===== src/chad_pkg.sv =====
// Constants, types and bundles for the carrier host address decoder.
// Assumes a single 250 MHz clock; the local bus cadence is derived from it.
// Behaviour
// - Registers are picked by I/O offset from host base; 0x0-0x0C, 0x1C pick nothing.
// - 0x10 serial data, 0x14 control/status, 0x18 interrupt control, 0x24/0x40 16-bit.
// - I/O offsets 0x20 to 0x3F, except 0x24 to 0x27, are the readable, writable port configuration region.
// - I/O offsets 0x80 to 0xAF reach the test bus controller as 16-bit accesses.
// - Memory addresses 0 to 0x000F_FFFF reach the 1 MB shared SRAM.
// - Memory 0x0020_0090 behaves exactly like the I/O serial data location.
// - Memory 0x0020_0094 behaves exactly like the I/O control/status location.
// - Memory 0x0020_0098 behaves exactly like the I/O interrupt control location.
// - Memory 0x0020_0240 to 0x0020_025F reach the 16-bit parallel bus data register.
// - Memory 0x0020_0260 to 0x0020_027F reach the parallel bus control/status register.
// - One owner of the local bus at a time: module or bridge.
// - Transfers paced at 31.25 MHz (8 clocks), under 33 MHz; bridge bursts hold 256 words of 32 bits.
// - All offsets and ranges are byte addresses.
package chad_pkg;

    // Local bus pacing: least period, so the divide rounds up.
    localparam int CLK_FREQ_MHZ = 250;
    localparam int LB_FREQ_MHZ  = 33;
    localparam int LB_DIV       = (CLK_FREQ_MHZ + LB_FREQ_MHZ - 1) / LB_FREQ_MHZ;
    localparam int LB_CNT_W     = 4;
    localparam logic [LB_CNT_W-1:0] LB_LAST = LB_CNT_W'(LB_DIV - 1);

    // Bridge burst depth in words per direction.
    localparam int BRIDGE_BURST_WORDS = 256;
    localparam int BURST_CNT_W        = 8;

    // I/O space offsets from the host-assigned base.
    localparam logic [7:0] IO_SERIAL_DATA = 8'h10;
    localparam logic [7:0] IO_CTRL_STAT   = 8'h14;
    localparam logic [7:0] IO_INT_CTRL    = 8'h18;
    localparam logic [7:0] IO_CFG_LO      = 8'h20;
    localparam logic [7:0] IO_CFG_HI      = 8'h3F;
    localparam logic [7:0] IO_PORT_SWITCH = 8'h24;
    localparam logic [7:0] IO_INT_REG     = 8'h40;
    localparam logic [7:0] IO_TEST_LO     = 8'h80;
    localparam logic [7:0] IO_TEST_HI     = 8'hAF;

    // Memory space addresses.
    localparam logic [31:0] MEM_SRAM_HI     = 32'h000F_FFFF;
    localparam logic [31:0] MEM_GLOBAL_LO   = 32'h0020_0000;
    localparam logic [31:0] MEM_GLOBAL_HI   = 32'h0020_007F;
    localparam logic [31:0] MEM_SERIAL_DATA = 32'h0020_0090;
    localparam logic [31:0] MEM_CTRL_STAT   = 32'h0020_0094;
    localparam logic [31:0] MEM_INT_CTRL    = 32'h0020_0098;
    localparam logic [31:0] MEM_PDB_DATA_LO = 32'h0020_0240;
    localparam logic [31:0] MEM_PDB_DATA_HI = 32'h0020_025F;
    localparam logic [31:0] MEM_PDB_CTRL_LO = 32'h0020_0260;
    localparam logic [31:0] MEM_PDB_CTRL_HI = 32'h0020_027F;

    // Global address with lines 30 and 19 high, 7 and 5 low.
    localparam logic [31:0] GLOBAL_SEL_ADDR = 32'h4008_0000;
    localparam logic [31:0] HALF_MASK       = 32'h0000_FFFF;

    // Reset values of the two local 16-bit registers.
    localparam logic [15:0] SWITCH_RESET = 16'h0000;
    localparam logic [15:0] INTERRUPT_REGISTER_RESET = 16'h0000;

    typedef enum logic [0:0] {
        SPACE_IO  = 1'b0,
        SPACE_MEM = 1'b1
    } chad_space_t;

    typedef enum logic [3:0] {
        TGT_NONE        = 4'h0,
        TGT_SERIAL_DATA = 4'h1,
        TGT_CTRL_STAT   = 4'h2,
        TGT_INT_CTRL    = 4'h3,
        TGT_PORT_CFG    = 4'h4,
        TGT_PORT_SWITCH = 4'h5,
        TGT_INT_REG     = 4'h6,
        TGT_TEST_BUS    = 4'h7,
        TGT_SRAM        = 4'h8,
        TGT_GLOBAL      = 4'h9,
        TGT_PDB_DATA    = 4'hA,
        TGT_PDB_CTRL    = 4'hB
    } chad_target_t;

    typedef struct packed {
        logic        write;
        chad_space_t space;
        logic [31:0] addr;
        logic [31:0] wdata;
    } chad_req_t;

    typedef struct packed {
        chad_target_t sel;
        logic         write;
        logic [31:0]  addr;
        logic [31:0]  wdata;
    } chad_tgt_t;

endpackage


===== src/chad_arbiter.sv =====
// Local bus owner arbiter between the plugged-in module and the bridge.
// Assumes the module request is already synchronised to clk.
`timescale 1ns/1ns
`default_nettype none
module chad_arbiter (
    input  wire logic clk,
    input  wire logic reset_n,
    input  wire logic ce,
    input  wire logic mod_req,
    input  wire logic brg_req,
    input  wire logic brg_burst_done,
    output var  logic mod_grant,
    output var  logic brg_grant
);
    typedef enum logic [1:0] {
        OWN_NONE = 2'b00,
        OWN_MOD  = 2'b01,
        OWN_BRG  = 2'b10
    } chad_owner_t;

    chad_owner_t owner_reg, owner_next;
    logic        last_brg_reg, last_brg_next;

    // single owner choice
    // A single owner variable makes a double grant impossible by construction.
    always_comb begin
        owner_next    = owner_reg;
        last_brg_next = last_brg_reg;
        unique case (owner_reg)
            OWN_NONE: begin
                if (mod_req && brg_req) begin
                    owner_next = last_brg_reg ? OWN_MOD : OWN_BRG;
                end else if (mod_req) begin
                    owner_next = OWN_MOD;
                end else if (brg_req) begin
                    owner_next = OWN_BRG;
                end
            end
            OWN_MOD: begin
                if (!mod_req) begin
                    owner_next = brg_req ? OWN_BRG : OWN_NONE;
                end
            end
            OWN_BRG: begin
                // A finished burst yields to a waiting module for fairness.
                if (!brg_req || (brg_burst_done && mod_req)) begin
                    owner_next = mod_req ? OWN_MOD : OWN_NONE;
                end
            end
            default: owner_next = OWN_NONE;
        endcase
        if (owner_next == OWN_BRG) begin
            last_brg_next = 1'b1;
        end else if (owner_next == OWN_MOD) begin
            last_brg_next = 1'b0;
        end
    end

    // Owner and grants register together so grants come from flip-flops.
    always_ff @(posedge clk or negedge reset_n) begin
        if (!reset_n) begin
            owner_reg    <= OWN_NONE;
            last_brg_reg <= 1'b0;
            mod_grant    <= 1'b0;
            brg_grant    <= 1'b0;
        end else if (ce) begin
            owner_reg    <= owner_next;
            last_brg_reg <= last_brg_next;
            mod_grant    <= (owner_next == OWN_MOD);
            brg_grant    <= (owner_next == OWN_BRG);
        end
    end
endmodule
`default_nettype wire


===== src/chad_ioregs.sv =====
// The two 16-bit I/O registers held inside the decoder: port switch and interrupt.
// Assumes one strobe per access; read data appear the cycle after the strobe.
`timescale 1ns/1ns
`default_nettype none
module chad_ioregs (
    input  wire logic        clk,
    input  wire logic        reset_n,
    input  wire logic        ce,
    input  wire logic        stb,
    input  wire logic        write,
    input  wire logic        sel_switch,
    input  wire logic        sel_interrupt_register,
    input  wire logic [15:0] wdata,
    output var  logic [15:0] rdata,
    output var  logic [15:0] port_route_switch,
    output var  logic [15:0] interrupt_register
);
    import chad_pkg::*;

    logic [15:0] switch_next;
    logic [15:0] interrupt_register_next;
    logic [15:0] rdata_next;

    always_comb begin
        switch_next = port_route_switch;
        interrupt_register_next = interrupt_register;
        rdata_next  = rdata;
        if (stb && write && sel_switch) begin
            switch_next = wdata;
        end
        if (stb && write && sel_interrupt_register) begin
            interrupt_register_next = wdata;
        end
        if (stb && !write) begin
            rdata_next = sel_switch ? port_route_switch :
                         sel_interrupt_register ? interrupt_register : 16'h0000;
        end
    end

    // Storage and registered read data.
    always_ff @(posedge clk or negedge reset_n) begin
        if (!reset_n) begin
            port_route_switch  <= SWITCH_RESET;
            interrupt_register <= INTERRUPT_REGISTER_RESET;
            rdata              <= 16'h0000;
        end else if (ce) begin
            port_route_switch  <= switch_next;
            interrupt_register <= interrupt_register_next;
            rdata              <= rdata_next;
        end
    end
endmodule
`default_nettype wire


===== src/chad_decoder.sv =====
// Top of the carrier host address decoder: takes host accesses from the bridge
// side of the local bus, steers them to one target and arbitrates bus ownership.
// Assumes the bridge request bundle is on clk; the module bus request is a pin.
`timescale 1ns/1ns
`default_nettype none
module chad_decoder #(
    parameter int BURST_WORDS = chad_pkg::BRIDGE_BURST_WORDS
) (
    input  wire logic              clk,
    input  wire logic              reset_n,
    input  wire logic              ce,
    input  wire logic [31:0]       io_base,
    input  wire logic              req_valid,
    input  wire chad_pkg::chad_req_t req,
    output var  logic              resp_valid,
    output var  logic [31:0]       resp_rdata,
    output var  chad_pkg::chad_tgt_t tgt,
    output var  logic              tgt_stb,
    input  wire logic [31:0]       tgt_rdata,
    input  wire logic              mod_bus_req,
    output var  logic              mod_bus_grant,
    input  wire logic              brg_bus_req,
    output var  logic              brg_bus_grant,
    output var  logic [15:0]       port_route_switch,
    output var  logic [15:0]       interrupt_register
);
    import chad_pkg::*;

    typedef enum logic [1:0] {
        ST_IDLE    = 2'b00,
        ST_STROBE  = 2'b01,
        ST_SAMPLE  = 2'b10,
        ST_RESPOND = 2'b11
    } chad_state_t;

    localparam logic [BURST_CNT_W-1:0] BURST_LAST = BURST_CNT_W'(BURST_WORDS - 1);

    // byte address compares
    // Single registers are matched on the word, so any byte lane of them hits.
    function automatic chad_target_t decode_target(input chad_space_t space,
                                                   input logic        write,
                                                   input logic [31:0] off);
        chad_target_t t;
        t = TGT_NONE;
        if (space == SPACE_IO) begin
            if (off[31:8] == 24'h00_0000) begin
                if (off[7:2] == IO_SERIAL_DATA[7:2]) begin
                    t = TGT_SERIAL_DATA;
                end else if (off[7:2] == IO_CTRL_STAT[7:2]) begin
                    t = TGT_CTRL_STAT;
                end else if (off[7:2] == IO_INT_CTRL[7:2]) begin
                    // Interrupt control has no read side.
                    t = write ? TGT_INT_CTRL : TGT_NONE;
                end else if (off[7:2] == IO_PORT_SWITCH[7:2]) begin
                    t = TGT_PORT_SWITCH;
                end else if (off[7:2] == IO_INT_REG[7:2]) begin
                    t = TGT_INT_REG;
                end else if (off[7:0] >= IO_CFG_LO && off[7:0] <= IO_CFG_HI) begin
                    t = TGT_PORT_CFG;
                end else if (off[7:0] >= IO_TEST_LO && off[7:0] <= IO_TEST_HI) begin
                    t = TGT_TEST_BUS;
                end
            end
        end else begin
            if (off <= MEM_SRAM_HI) begin
                t = TGT_SRAM;
            end else if (off[31:2] == MEM_SERIAL_DATA[31:2]) begin
                t = TGT_SERIAL_DATA;
            end else if (off[31:2] == MEM_CTRL_STAT[31:2]) begin
                t = TGT_CTRL_STAT;
            end else if (off[31:2] == MEM_INT_CTRL[31:2]) begin
                t = write ? TGT_INT_CTRL : TGT_NONE;
            end else if (off >= MEM_GLOBAL_LO && off <= MEM_GLOBAL_HI) begin
                t = TGT_GLOBAL;
            end else if (off >= MEM_PDB_DATA_LO && off <= MEM_PDB_DATA_HI) begin
                t = TGT_PDB_DATA;
            end else if (off >= MEM_PDB_CTRL_LO && off <= MEM_PDB_CTRL_HI) begin
                t = TGT_PDB_CTRL;
            end
        end
        return t;
    endfunction

    // Targets that carry only the low half-word.
    function automatic logic is_half(input chad_target_t t);
        return (t == TGT_TEST_BUS) || (t == TGT_PORT_SWITCH) ||
               (t == TGT_INT_REG)  || (t == TGT_PDB_DATA);
    endfunction

    // global select lines
    // The module answers only with lines 30 and 19 high and 7 and 5 low, so the
    // window offset bits 6:5 move up to 9:8 and bits 7:5 are kept low.
    function automatic logic [31:0] global_addr(input logic [31:0] off);
        return GLOBAL_SEL_ADDR | {22'h00_0000, off[6:5], 3'b000, off[4:0]};
    endfunction

    // Synchroniser for the module bus request pin; only stage two is read.
    logic mod_req_meta_reg;
    logic mod_req_sync_reg;

    always_ff @(posedge clk or negedge reset_n) begin
        if (!reset_n) begin
            mod_req_meta_reg <= 1'b0;
            mod_req_sync_reg <= 1'b0;
        end else if (ce) begin
            mod_req_meta_reg <= mod_bus_req;
            mod_req_sync_reg <= mod_req_meta_reg;
        end
    end

    // local bus cadence
    // A request is only taken on a tick, so accesses never outrun 33 MHz.
    logic [LB_CNT_W-1:0] lb_cnt_reg, lb_cnt_next;
    logic                lb_tick_reg, lb_tick_next;

    always_comb begin
        lb_cnt_next  = (lb_cnt_reg == LB_LAST) ? '0 : lb_cnt_reg + 1'b1;
        lb_tick_next = (lb_cnt_reg == LB_LAST);
    end

    always_ff @(posedge clk or negedge reset_n) begin
        if (!reset_n) begin
            lb_cnt_reg  <= '0;
            lb_tick_reg <= 1'b0;
        end else if (ce) begin
            lb_cnt_reg  <= lb_cnt_next;
            lb_tick_reg <= lb_tick_next;
        end
    end

    // Access sequencer state.
    chad_state_t         state_reg, state_next;
    chad_tgt_t           tgt_next;
    logic                tgt_stb_next;
    logic                resp_valid_next;
    logic [31:0]         resp_rdata_next;
    logic [BURST_CNT_W-1:0] burst_cnt_reg, burst_cnt_next;
    logic                burst_done;
    logic                take;
    logic [31:0]         off;
    chad_target_t        sel;
    logic [15:0]         local_rdata;
    logic                local_sel;

    assign take = (state_reg == ST_IDLE) && lb_tick_reg && req_valid && brg_bus_grant;
    assign off = (req.space == SPACE_IO) ? (req.addr - io_base) : req.addr;
    assign sel = decode_target(req.space, req.write, off);
    assign local_sel = (tgt.sel == TGT_PORT_SWITCH) || (tgt.sel == TGT_INT_REG);
    assign burst_done = (state_reg == ST_RESPOND) && (burst_cnt_reg == BURST_LAST);

    // Next state, target bundle, response and burst count.
    always_comb begin
        state_next      = state_reg;
        tgt_next        = tgt;
        tgt_stb_next    = 1'b0;
        resp_valid_next = 1'b0;
        resp_rdata_next = resp_rdata;
        burst_cnt_next  = brg_bus_grant ? burst_cnt_reg : '0;
        unique case (state_reg)
            ST_IDLE: begin
                if (take) begin
                    state_next     = ST_STROBE;
                    tgt_next.sel   = sel;
                    tgt_next.write = req.write;
                    tgt_next.addr  = (sel == TGT_GLOBAL) ? global_addr(off) : off;
                    tgt_next.wdata = is_half(sel) ? (req.wdata & HALF_MASK) : req.wdata;
                    tgt_stb_next   = (sel != TGT_NONE);
                end
            end
            ST_STROBE: begin
                state_next = ST_SAMPLE;
            end
            ST_SAMPLE: begin
                state_next      = ST_RESPOND;
                resp_valid_next = 1'b1;
                if (tgt.write || tgt.sel == TGT_NONE) begin
                    resp_rdata_next = 32'h0000_0000;
                end else if (local_sel) begin
                    resp_rdata_next = {16'h0000, local_rdata};
                end else if (is_half(tgt.sel)) begin
                    resp_rdata_next = tgt_rdata & HALF_MASK;
                end else begin
                    resp_rdata_next = tgt_rdata;
                end
            end
            ST_RESPOND: begin
                state_next     = ST_IDLE;
                burst_cnt_next = burst_done ? '0 : burst_cnt_reg + 1'b1;
            end
        endcase
    end

    // Registers of the access sequencer; every top output here is a flip-flop.
    always_ff @(posedge clk or negedge reset_n) begin
        if (!reset_n) begin
            state_reg     <= ST_IDLE;
            tgt           <= '0;
            tgt_stb       <= 1'b0;
            resp_valid    <= 1'b0;
            resp_rdata    <= 32'h0000_0000;
            burst_cnt_reg <= '0;
        end else if (ce) begin
            state_reg     <= state_next;
            tgt           <= tgt_next;
            tgt_stb       <= tgt_stb_next;
            resp_valid    <= resp_valid_next;
            resp_rdata    <= resp_rdata_next;
            burst_cnt_reg <= burst_cnt_next;
        end
    end

    // Local half-word registers, strobed in the same cycle as external targets.
    chad_ioregs u_ioregs (
        .clk                (clk),
        .reset_n            (reset_n),
        .ce                 (ce),
        .stb                (tgt_stb),
        .write              (tgt.write),
        .sel_switch         (tgt.sel == TGT_PORT_SWITCH),
        .sel_interrupt_register         (tgt.sel == TGT_INT_REG),
        .wdata              (tgt.wdata[15:0]),
        .rdata              (local_rdata),
        .port_route_switch  (port_route_switch),
        .interrupt_register (interrupt_register)
    );

    chad_arbiter u_arbiter (
        .clk            (clk),
        .reset_n        (reset_n),
        .ce             (ce),
        .mod_req        (mod_req_sync_reg),
        .brg_req        (brg_bus_req),
        .brg_burst_done (burst_done),
        .mod_grant      (mod_bus_grant),
        .brg_grant      (brg_bus_grant)
    );
endmodule
`default_nettype wire


===== config.mk =====
export PLATFORM = sky130hd
export DESIGN_NAME = chad_decoder
export DESIGN_NICKNAME = d
export VERILOG_FILES = /design/src/chad_pkg.sv /design/src/chad_arbiter.sv /design/src/chad_ioregs.sv /design/src/chad_decoder.sv
export SDC_FILE = /design/constraint.sdc
export NUM_CORES = 1
export LEC_CHECK = 0
export BUFFER_PORTS_ARGS = -buffer_cell sky130_fd_sc_hd__clkbuf_2
export CAP_MARGIN = 15
export CORE_AREA = 2 2 165 167
export CTS_CLUSTER_SIZE = 10
export DETAILED_ROUTE_END_ITERATION = 8
export DIE_AREA = 0 0 167 169
export PLACE_DENSITY_LB_ADDON = 0.3
export REMOVE_ABC_BUFFERS = 1
export SLEW_MARGIN = 20
export SYNTH_ARGS = -nofsm -noshare
export SYNTH_HDL_FRONTEND = slang
export SYNTH_SLANG_ARGS = --single-unit

===== constraint.sdc =====
create_clock -name clk -period 6.6 [get_ports clk]
set_clock_uncertainty 0.2 [all_clocks]
set_input_delay 1.32 -clock clk [delete_from_list [all_inputs] [get_ports clk]]
set_output_delay 1.32 -clock clk [all_outputs]
set_load 0.02 [all_outputs]

==> impl_metrics.env, run 1 <==
export IMPL_status="finished, final reports clean"
export IMPL_critical_path_endpoint_type="flip-flop"
export IMPL_maxSlewHeadroom_pct=36.8
export IMPL_cpPeakStageDelay_ns=0.86
export IMPL_holdPathEnd="u_ioregs.rdata[14]"
export IMPL_final_nets=1537
export IMPL_drcViolationCount=0
export IMPL_synthAdderAreaFrac_pct=4.78
export IMPL_drive_gt1_share_pct=29.2
export IMPL_num_rows=60
export IMPL_dp_hpwl_um=22900
export IMPL_required_ns=6.68
export IMPL_power_mw=3.38
export IMPL_power_density_nw_per_um2=269
export IMPL_hold_violations=0
export IMPL_yosys_cell_types_count=88
export IMPL_cts_buffers=17
export IMPL_core_um2=26500
export IMPL_seq_area_frac_synth_pct=41.7
export IMPL_vias=9436
export IMPL_grt_busiest_layer="met2"
export IMPL_path_delay_family="simple AND/OR/NAND/NOR gates"
export IMPL_die_x_um=167
export IMPL_final_instance_count_excl_fill=1717
export IMPL_cts_buffer_depth=2
export IMPL_grtUsageMet3_pct=3.55
export IMPL_syn_inst=1130
export IMPL_fin_crit_ns=5.26
export IMPL_via_per_inst=5.50
export IMPL_finalSetupViolations=0
export IMPL_largest_reg_flops=69
export IMPL_leakagePower_nw=6.40
export IMPL_r2r_end="tgt[62]"
export IMPL_r2r_start="state_reg[0]"
export IMPL_grt_pass1_wl_um=48200
export IMPL_grt_use_total_pct=21.2
export IMPL_synth_top_family_by_area="compound AO/OA/AOI/OAI gates"
export IMPL_synth_xor_area_share_pct=1.10
export IMPL_ys_async_sr_fraction_pct=100
export IMPL_synth_area_um2=10400
export IMPL_grt_max_degree=71
export IMPL_worst_ep_arrival_time_ns=5.34
export IMPL_critPathBufInv=2
export IMPL_rsz0062_at_grt="no"
export IMPL_cts_tree="done"
export IMPL_timing_critical_path_cells="clkbuf_2 -> inv_1 -> ha_1 -> a21oi_2 -> nand2_1 -> o221a_4 -> or2_1 -> a311o_1 -> a41oi_1 -> mux2i_1 -> xor2_1 -> nand4_2 -> nor4_4 -> o211ai_1"
export IMPL_htreeDepth=4
export IMPL_grt_met2_usage_pct=35.9
export IMPL_synth_main_ff_cell="dfrtp_1"
export IMPL_peakVddDrop_uv=162
export IMPL_clk_latency_ns=0.43
export IMPL_yosys_warnings=0
export IMPL_ys_seq_elements=173
export IMPL_reg_largest_list="tgt x69, resp_rdata x32"
export IMPL_gp_congestion=0.902
export IMPL_drv_cap=0
export IMPL_cts_setup_buffers=0
export IMPL_first_iter_violations=617
export IMPL_syn_area_per_cell_um2=9.18
export IMPL_wl_um=30500
export IMPL_muxShareOfSynthArea_pct=7.25
export IMPL_grt_pass1_vias=9085
export IMPL_grt_overflow_total=0
export IMPL_cp_start_kind="input pin"
export IMPL_wire_per_inst_um=17.8
export IMPL_regMostFlops="tgt"
export IMPL_postCtsResizedCells=0
export IMPL_synth_edff_count=0
export IMPL_post_route_period_util_pct=79.7
export IMPL_worst_setup_path_type="in2reg"
export IMPL_r2r_setup_slack_ns=3.74
export IMPL_cts_sinks=173
export IMPL_pin_count=273
export IMPL_min_path_type="reg2reg"
export IMPL_hold_buffers=0
export IMPL_grt_use_met1_pct=28.0
export IMPL_numPortBuffers=272
export IMPL_start_util_pct=39.2
export IMPL_drtAntennaViolNets=0
export IMPL_fmax_ghz=0.190
export IMPL_syn_to_final_growth_pct=21.4
export IMPL_antenna_found_initial=1
export IMPL_dieArea_um2=28200
export IMPL_min_from="u_ioregs.rdata[14]"
export IMPL_cpMaxStageDelayCell="nor4_4"
export IMPL_tns_ns=0
export IMPL_placedCellCount=1683
export IMPL_worst_pin_slew_ns=0.948
export IMPL_slew_viol_final=0
export IMPL_whs_path_depth=2
export IMPL_cp_max_fo=16
export IMPL_drtPass1Iterations=6
export IMPL_r2r_cells=7
export IMPL_synthSimpleGateAreaFrac_pct=18.6
export IMPL_synth_compound_area_share_pct=22.0
export IMPL_ctsRootBufferMaster="clkbuf_16"
export IMPL_die_h_um=169
export IMPL_clk_pin_slew_worst_paths_ns=0.08
[per-layer routing]
metal	vias to the layer above	share of wire (%)	wire, um
met4	0	1.8	541
met1	4488	44	13400
met2	326	48	14700
met3	32	6.1	1880
met5	-	0	0
li1	4590	-	-
[logic make-up after synthesis]
logic type	count (synthesis)
multiplexers	70
AO/OA/AOI/OAI	323
XOR/XNOR	13
adder cells (fa/ha/maj)	39
flip-flops	173
buffers and inverters	114
AND/OR/NAND/NOR	398
[synth_stat cells (5+ instances only)]
library cell	number	share of area, %
a211o_1	5	0.42
a211oi_1	7	0.51
a21o_1	23	1.7
a21oi_1	41	2.0
a22o_1	17	1.4
a22oi_1	18	1.3
a31o_2	7	0.59
a31oi_1	16	0.96
and2_1	8	0.48
and3_1	13	0.78
and4_1	5	0.42
buf_1	7	0.25
buf_2	13	0.63
clkbuf_1	46	1.7
dfrtp_1	173	42
ha_1	38	4.6
inv_1	44	1.6
mux2_2	41	4.5
mux2i_1	29	2.8
nand2_1	197	7.1
nand2b_1	9	0.54
nand3_1	15	0.72
nand4_1	13	0.78
nor2_1	59	2.1
nor2b_1	12	0.72
nor3_1	19	0.92
nor3b_1	6	0.43
nor4_1	5	0.30
nor4b_1	7	0.59
o2111ai_1	19	1.6
o211ai_1	26	1.9
o21a_1	6	0.43
o21ai_0	78	3.8
o31ai_1	11	0.80
or2_2	5	0.30
xnor2_1	9	0.76
[worst reg2reg max path, cell delays in order, from the launching register on]
cell,delay (ns)
dfrtp_1,0.40
inv_1,0.09
ha_1,0.16
and3_1,0.24
and3_2,0.85
buf_4,0.48
a21oi_1,0.16
a21o_1,0.18
[layout by cell type (no fill, tap or decap), types with 7 or more instances in the layout]
master,synthesis,routed
xnor2_1,9,9
a31oi_1,16,16
nor4b_1,7,7
nand3_1,15,14
a22oi_1,18,18
a21o_1,23,23
and3_1,13,12
o211ai_1,26,26
nand2_1,197,197
nor2_1,59,58
nor3_1,19,19
a22o_1,17,17
clkbuf_2,0,271
nor2b_1,12,12
clkbuf_16,0,17
nand2b_1,9,9
ha_1,38,38
nand4_1,13,13
inv_1,44,44
a211oi_1,7,7
mux2_2,41,41
o2111ai_1,19,19
a31o_2,7,7
and2_1,8,8
o31ai_1,11,11
o21ai_0,78,78
dfrtp_1,173,173
buf_4,2,10
a21oi_1,41,41
mux2i_1,29,29
[where the power goes]
group / leakage (nW) / internal, mW / total [mW] / switching, mW
sequential: 2.38 / 1.24 / 1.37 / 0.134
clock: 0.288 / 0.510 / 1.00 / 0.493
combinational: 3.73 / 0.371 / 1.01 / 0.638
[worst max path at each step]
stage	from	endpoint	slack, ns	cells after the start
after global routing	req[32]	tgt[18]	1.11	15
final	io_base[6]	tgt[19]	1.34	14
after detailed placement	req[32]	tgt[24]	0.88	15
after floorplan	io_base[4]	tgt_stb	1.74	13
after global placement	req[32]	tgt[18]	0.94	15
after CTS	req[32]	tgt[21]	1.35	15
[through the flow]
step           utilization (%)  worst slack, ns  cell area [um2]  hold WS (ns)
6_report                  47.5             1.34            12600         0.280
3_3_place_gp              45.2            0.936            12000         0.261
5_1_grt                   47.5             1.11            12600         0.301
4_1_cts                   47.4             1.35            12600         0.287
3_5_place_dp              45.2            0.877            12000         0.270
2_1_floorplan                -             1.74            10100         0.249
[cell type report]
type,count,area [um2]
fill,2552,13900
multi-input combinational,843,5630
sequential,173,4330
timing repair buffer,283,1450
tap,341,427
clock buffer,17,425
clock inverter,15,166
inverter,44,165
antenna,1,2.50
No activity file was read; power rests on OpenSTA's default activity.
==> run 2: changes to the inputs <==
--- a/config.mk
+++ b/config.mk
@@ -5,12 +5,13 @@
 export SDC_FILE = /design/constraint.sdc
 export NUM_CORES = 1
 export LEC_CHECK = 0
+export ABC_AREA = 1
 export BUFFER_PORTS_ARGS = -buffer_cell sky130_fd_sc_hd__clkbuf_2
 export CAP_MARGIN = 15
-export CORE_AREA = 2 2 165 167
+export CORE_AREA = 2 2 172 174
 export CTS_CLUSTER_SIZE = 10
 export DETAILED_ROUTE_END_ITERATION = 8
-export DIE_AREA = 0 0 167 169
+export DIE_AREA = 0 0 174 176
 export PLACE_DENSITY_LB_ADDON = 0.3
 export REMOVE_ABC_BUFFERS = 1
 export SLEW_MARGIN = 20
==> constraint.sdc (replaced) <==
create_clock -name clk -period 4.85 [get_ports clk]
set_clock_uncertainty 0.2 [all_clocks]
set_input_delay 0.97 -clock clk [delete_from_list [all_inputs] [get_ports clk]]
set_output_delay 0.97 -clock clk [all_outputs]
set_load 0.02 [all_outputs]
==> run 2 against run 1 <==
  * Utilization increased by 0.75 points
  * Sequential share of layout area decreased by 3.0 points
  * Global-route usage rose by 1.3 points
  * Via count up 23%
  * Synthesized cell count grew 49%
  * First-iteration DRC count grew 31%
  * Setup slack got worse by 0.80 ns
  * Clock-buffer cell count up 1
  * Cell area up 9.4%
  * Non-clock buffer count rose by 6
  * Worst hold slack got worse by 0.0011 ns
  * Cell count rose by 36%
  * Critical path type unchanged
  * Highest routed layer unchanged
==> impl_metrics.env, run 2 <==
export IMPL_seq_area_frac_synth_pct=38.1
export IMPL_dpl_worst_slack_ns=0.141
export IMPL_wl_um=34100
export IMPL_final_nets=2117
export IMPL_yosys_warnings=0
export IMPL_final_cell_mix="562 x nand2_1, 271 x clkbuf_2, 256 x inv_1, 173 x dfrtp_1, 136 x nor2_1"
export IMPL_cp_max_fo=7
export IMPL_fin_crit_ns=4.32
export IMPL_die_x_um=174
export IMPL_status="finished, final reports clean"
export IMPL_dieArea_um2=30600
export IMPL_cts_tree="done"
export IMPL_drtPass1Iterations=7
export IMPL_die_h_um=176
export IMPL_final_common_cell="nand2_1"
export IMPL_worst_setup_path_type="in2reg"
export IMPL_peakVddDrop_uv=176
export IMPL_min_path_type="reg2reg"
export IMPL_setup_ws_ns=0.535
export IMPL_num_antenna_cells=0
export IMPL_syn_inst=1682
export IMPL_tns_ns=0
export IMPL_synth_area_leaders="dfrtp_1 38%, nand2_1 19%, inv_1 8.5%, o21ai_0 5.2%, nand3_1 5.0%"
export IMPL_syn_area_per_cell_um2=6.75
export IMPL_power_density_nw_per_um2=336
export IMPL_drtAntennaViolNets=0
export IMPL_synth_top_area_share_pct=38.1
export IMPL_worst_ep_arrival_time_ns=4.43
export IMPL_rsz0062_at_grt="no"
export IMPL_yosys_area_top_type="dfrtp_1"
export IMPL_largest_reg_flops=69
export IMPL_ys_async_sr_fraction_pct=100
export IMPL_grt_pass1_wl_um=55600
export IMPL_hold_violations=0
export IMPL_dp_hpwl_um=26600
export IMPL_power_mw=4.63
export IMPL_synth_main_ff_cell="dfrtp_1"
export IMPL_synth_area_um2=11400
export IMPL_core_um2=28500
export IMPL_regArea_um2=4330
export IMPL_drive_gt1_share_pct=21.3
export IMPL_drv_cap=0
export IMPL_first_iter_violations=807
export IMPL_gp_congestion=0.939
export IMPL_reg_largest_list="tgt x69, resp_rdata x32"
export IMPL_ys_seq_elements=173
export IMPL_grt_busiest_layer="met2"
export IMPL_cpPeakStageDelay_ns=0.40
export IMPL_vias=11599
export IMPL_pin_count=273
export IMPL_cp_start_kind="input pin"
export IMPL_leakagePower_nw=7.79
export IMPL_via_per_inst=4.96
export IMPL_drcViolationCount=0
export IMPL_fill_cells=2964
export IMPL_wire_per_inst_um=14.6
export IMPL_grtUsageMet3_pct=3.14
export IMPL_num_rows=62
export IMPL_grt_pass1_vias=11261
export IMPL_htreeDepth=4
export IMPL_grt_use_total_pct=22.5
export IMPL_synth_most_common_cell="nand2_1"
export IMPL_syn_to_final_growth_pct=21.4
export IMPL_grt_max_degree=102
export IMPL_cts_buffers=17
export IMPL_cts_sinks=173
export IMPL_required_ns=4.97
export IMPL_slew_viol_final=0
export IMPL_cpMaxStageDelayCell="fa_1"
export IMPL_yosys_cell_types_count=49
export IMPL_finalSetupViolations=0
export IMPL_synthTopCellsByCount="563 x nand2_1, 256 x inv_1, 173 x dfrtp_1, 137 x nor2_1, 119 x o21ai_0"
export IMPL_cts_setup_buffers=0
export IMPL_hold_buffers=0
export IMPL_crit_top_cell="nand2_1"
export IMPL_multiInputGateArea_um2=5820
export IMPL_r2r_setup_slack_ns=2.26
export IMPL_post_route_period_util_pct=89.0
export IMPL_clk_latency_ns=0.43
export IMPL_dpl_instance_area_um2=13100
export IMPL_critical_path_endpoint_type="flip-flop"
export IMPL_grt_met2_usage_pct=38.9
export IMPL_synth_edff_count=0
export IMPL_hold_slack_ns=0.279
export IMPL_worst_pin_slew_ns=1.04
export IMPL_start_util_pct=39.8
export IMPL_r2r_cells=14
export IMPL_antenna_found_initial=0
export IMPL_regMostFlops="tgt"
export IMPL_grt_use_met1_pct=28.5
export IMPL_postCtsResizedCells=0
export IMPL_numPortBuffers=272
export IMPL_ctsRootBufferMaster="clkbuf_16"
export IMPL_maxSlewHeadroom_pct=30.4
export IMPL_cts_buffer_depth=2
export IMPL_grt_overflow_total=0
export IMPL_final_area_um2=13800
export IMPL_fmax_ghz=0.232
export IMPL_clk_pin_slew_worst_paths_ns=0.07
export IMPL_whs_path_depth=2
run 2: cell types whose count changed in the layout (fill, tap and decap cells not counted), moves of 41 or more:
cell	previous run	this run
mux2_2	41	0
nand3_1	14	114
o21ai_0	78	119
nor2_1	58	136
inv_1	44	256
nand2_1	197	562
run 2: worst max-delay path, delay by kind of cell:
kind / cells / cell delay (ns)
compound gates: 1 / 0.16
simple gates: 22 / 2.34
buf+inv: 5 / 0.34
fa+ha+maj: 2 / 0.61
run 2: logic make-up after synthesis:
family,count (synthesis),share of synthesized area (%)
flip-flops,173,38.1
adder cells (fa/ha/maj),39,4.36
buffers and inverters,318,10.8
AND/OR/NAND/NOR,944,36.1
AO/OA/AOI/OAI,206,10.4
XOR/XNOR,2,0.154
run 2: routing by layer:
layer  routed length [um]  vias to the layer above
met1                14900                     5357
met2                16400                      368
met3                 1730                       69
li1                     -                     5805
met4                 1100                        0
met5                    0                        -
run 2: cell type report:
class / instances / share of cell area (%)
Clock buffer: 18 / 3.19
Sequential cell: 173 / 31.4
Tap cell: 384 / 3.49
Inverter: 270 / 7.35
Clock inverter: 14 / 1.49
Multi-Input combinational cell: 1191 / 42.2
Timing Repair Buffer: 289 / 10.8
run 2: final timing paths:
check / from / to
setup / recovery: req[32] / tgt[40]
hold / removal: tgt[38] / tgt[38]
setup reg to reg: burst_cnt_reg[0] / u_arbiter.last_brg_reg
hold reg to reg: tgt[38] / tgt[38]
max in group asynchronous: reset_n / tgt[65]
min in group asynchronous: reset_n / u_arbiter.mod_grant
run 2: power by group:
| group | switching, mW | internal (mW) |
|---|---|---|
| sequential | 0.126 | 1.64 |
| clock | 0.608 | 0.889 |
| combinational | 0.934 | 0.439 |
| total | 1.67 | 2.96 |
run 2: stage by stage:
step | cells | util (%)
after global routing | 2339 | 48.3
after CTS | 2339 | 48.3
after floorplan | 1634 | -
after detailed placement | 2307 | 46.0
final | 2339 | 48.3
after global placement | 2307 | 46.0
==> run 3: changes to the inputs <==
--- a/config.mk
+++ b/config.mk
@@ -8,10 +8,10 @@
 export ABC_AREA = 1
 export BUFFER_PORTS_ARGS = -buffer_cell sky130_fd_sc_hd__clkbuf_2
 export CAP_MARGIN = 15
-export CORE_AREA = 2 2 172 174
+export CORE_AREA = 2 2 147 149
 export CTS_CLUSTER_SIZE = 10
 export DETAILED_ROUTE_END_ITERATION = 8
-export DIE_AREA = 0 0 174 176
+export DIE_AREA = 0 0 149 151
 export PLACE_DENSITY_LB_ADDON = 0.3
 export REMOVE_ABC_BUFFERS = 1
 export SLEW_MARGIN = 20
==> run 3 against run 2 <==
  * Combinational power about the same
  * Utilization up 17 points
  * Via count up 1.1%
  * First-iteration DRC count down 25%
  * Cell area down 1.2%
  * Sequential power about the same
  * Routed wire length down 2.5%
  * Critical path depth down 2
==> impl_metrics.env, run 3 (synthesized netlist as in run 2, its figures left out) <==
export IMPL_status="finished, final reports clean"
export IMPL_placedCellCount=2197
export IMPL_ctsRootBufferMaster="clkbuf_16"
export IMPL_hold_violations=0
export IMPL_rsz0062_at_grt="no"
export IMPL_fill_cells=1921
export IMPL_worst_setup_path_type="in2reg"
export IMPL_wl_um=33300
export IMPL_clk_pin_slew_worst_paths_ns=0.07
export IMPL_cts_buffers=17
export IMPL_grt_pass1_wl_um=52900
export IMPL_drive_gt1_share_pct=21.2
export IMPL_cp_start_kind="input pin"
export IMPL_drcViolationCount=0
export IMPL_leakagePower_nw=7.77
export IMPL_antenna_found_initial=0
export IMPL_final_nets=2116
export IMPL_required_ns=5.02
export IMPL_cts_setup_buffers=0
export IMPL_whs_path_depth=2
export IMPL_regMostFlops="tgt"
export IMPL_num_rows=53
export IMPL_worst_pin_slew_ns=1.02
export IMPL_holdPathEnd="resp_valid"
export IMPL_power_mw=4.53
export IMPL_die_h_um=151
export IMPL_grt_pass1_vias=10968
export IMPL_r2r_setup_slack_ns=2.26
export IMPL_vias=11729
export IMPL_drtPass1Iterations=5
export IMPL_cp_max_fo=7
export IMPL_tns_ns=0
export IMPL_r2r_cells=14
export IMPL_via_per_inst=5.26
export IMPL_cpPeakStageDelay_ns=0.35
export IMPL_first_iter_violations=603
export IMPL_critical_path_endpoint_type="flip-flop"
export IMPL_numPortBuffers=272
export IMPL_min_from="resp_valid"
export IMPL_htreeDepth=4
export IMPL_start_util_pct=54.5
export IMPL_die_x_um=149
export IMPL_cts_tree="done"
export IMPL_final_cell_mix="563 x nand2_1, 271 x clkbuf_2, 256 x inv_1, 173 x dfrtp_1, 136 x nor2_1"
export IMPL_clk_latency_ns=0.44
export IMPL_cpMaxStageDelayCell="ha_1"
export IMPL_fin_crit_ns=4.31
export IMPL_peakVddDrop_uv=198
export IMPL_maxSlewHeadroom_pct=31.6
export IMPL_pin_count=273
export IMPL_power_density_nw_per_um2=332
export IMPL_fmax_ghz=0.232
export IMPL_dp_hpwl_um=25400
export IMPL_drv_cap=0
export IMPL_final_common_cell="nand2_1"
export IMPL_min_path_type="reg2reg"
export IMPL_crit_top_cell="nand2_1"
export IMPL_hold_buffers=0
export IMPL_cts_buffer_depth=2
export IMPL_final_instance_count_excl_fill=2229
export IMPL_r2r_start="burst_cnt_reg[0]"
export IMPL_finalSetupViolations=0
export IMPL_cts_sinks=173
export IMPL_core_um2=20800
export IMPL_r2r_end="u_arbiter.last_brg_reg"
export IMPL_largest_reg_flops=69
export IMPL_postCtsResizedCells=0
export IMPL_grt_overflow_total=0
export IMPL_reg_largest_list="tgt x69, resp_rdata x32"
export IMPL_gp_congestion=0.927
export IMPL_slew_viol_final=0
export IMPL_worst_ep_arrival_time_ns=4.48
export IMPL_post_route_period_util_pct=89.0
export IMPL_grt_use_total_pct=29.7
export IMPL_dieArea_um2=22500
export IMPL_grt_max_degree=77
export IMPL_wire_per_inst_um=14.9
export IMPL_num_antenna_cells=0
export IMPL_drtAntennaViolNets=0
export IMPL_syn_to_final_growth_pct=20.0
run 3: final cells by class:
class	count	area, um2	area share (%)
Sequential cell	173	4330	31.8
Inverter	270	1010	7.44
Tap cell	275	344	2.53
Multi-Input combinational cell	1191	5820	42.7
Timing Repair Buffer	288	1500	11.0
Clock buffer	17	425	3.12
Clock inverter	15	191	1.41
run 3: stage by stage:
step / hold WS, ns / cell area, um2 / worst slack (ns) / util [%]
after floorplan: 0.242 / 11100 / 0.412 / -
after global placement: 0.255 / 13000 / 0.185 / 62.5
after detailed placement: 0.264 / 13000 / 0.155 / 62.5
after CTS: 0.281 / 13600 / 0.597 / 65.4
after global routing: 0.297 / 13600 / 0.0753 / 65.4
final: 0.281 / 13600 / 0.536 / 65.4
run 3: worst max path at each step:
| stage | cells after the start | endpoint | slack [ns] | from |
|---|---|---|---|---|
| 2_1_floorplan | 5 | tgt[66] | 0.41 | req_valid |
| 3_3_place_gp | 31 | tgt[20] | 0.18 | req[32] |
| 3_5_place_dp | 31 | tgt[17] | 0.16 | req[32] |
| 4_1_cts | 31 | tgt[18] | 0.60 | req[32] |
| 5_1_grt | 28 | tgt[40] | 0.08 | io_base[12] |
| 6_report | 28 | tgt[40] | 0.54 | io_base[12] |
run 3: metal layers:
layer / wire, um / track usage [%]
met1: 13600 / 36.7
met2: 16300 / 51.8
met3: 2150 / 4.31
met4: 1200 / 13.0
met5: 0 / 0
run 3: power breakdown:
| part | switching [mW] | total, mW | internal, mW | leakage, nW |
|---|---|---|---|---|
| registers | 0.128 | 1.76 | 1.63 | 2.26 |
| clock network | 0.692 | 1.40 | 0.705 | 0.298 |
| logic | 0.928 | 1.37 | 0.438 | 5.21 |
run 3: worst max-delay path: cells and delay by family:
family | cells | cell delay (ns)
adders and majority gates | 1 | 0.35
AOI/OAI and AO/OA | 2 | 0.42
and+or+nand+nor | 22 | 2.55
buffers and inverters | 3 | 0.17
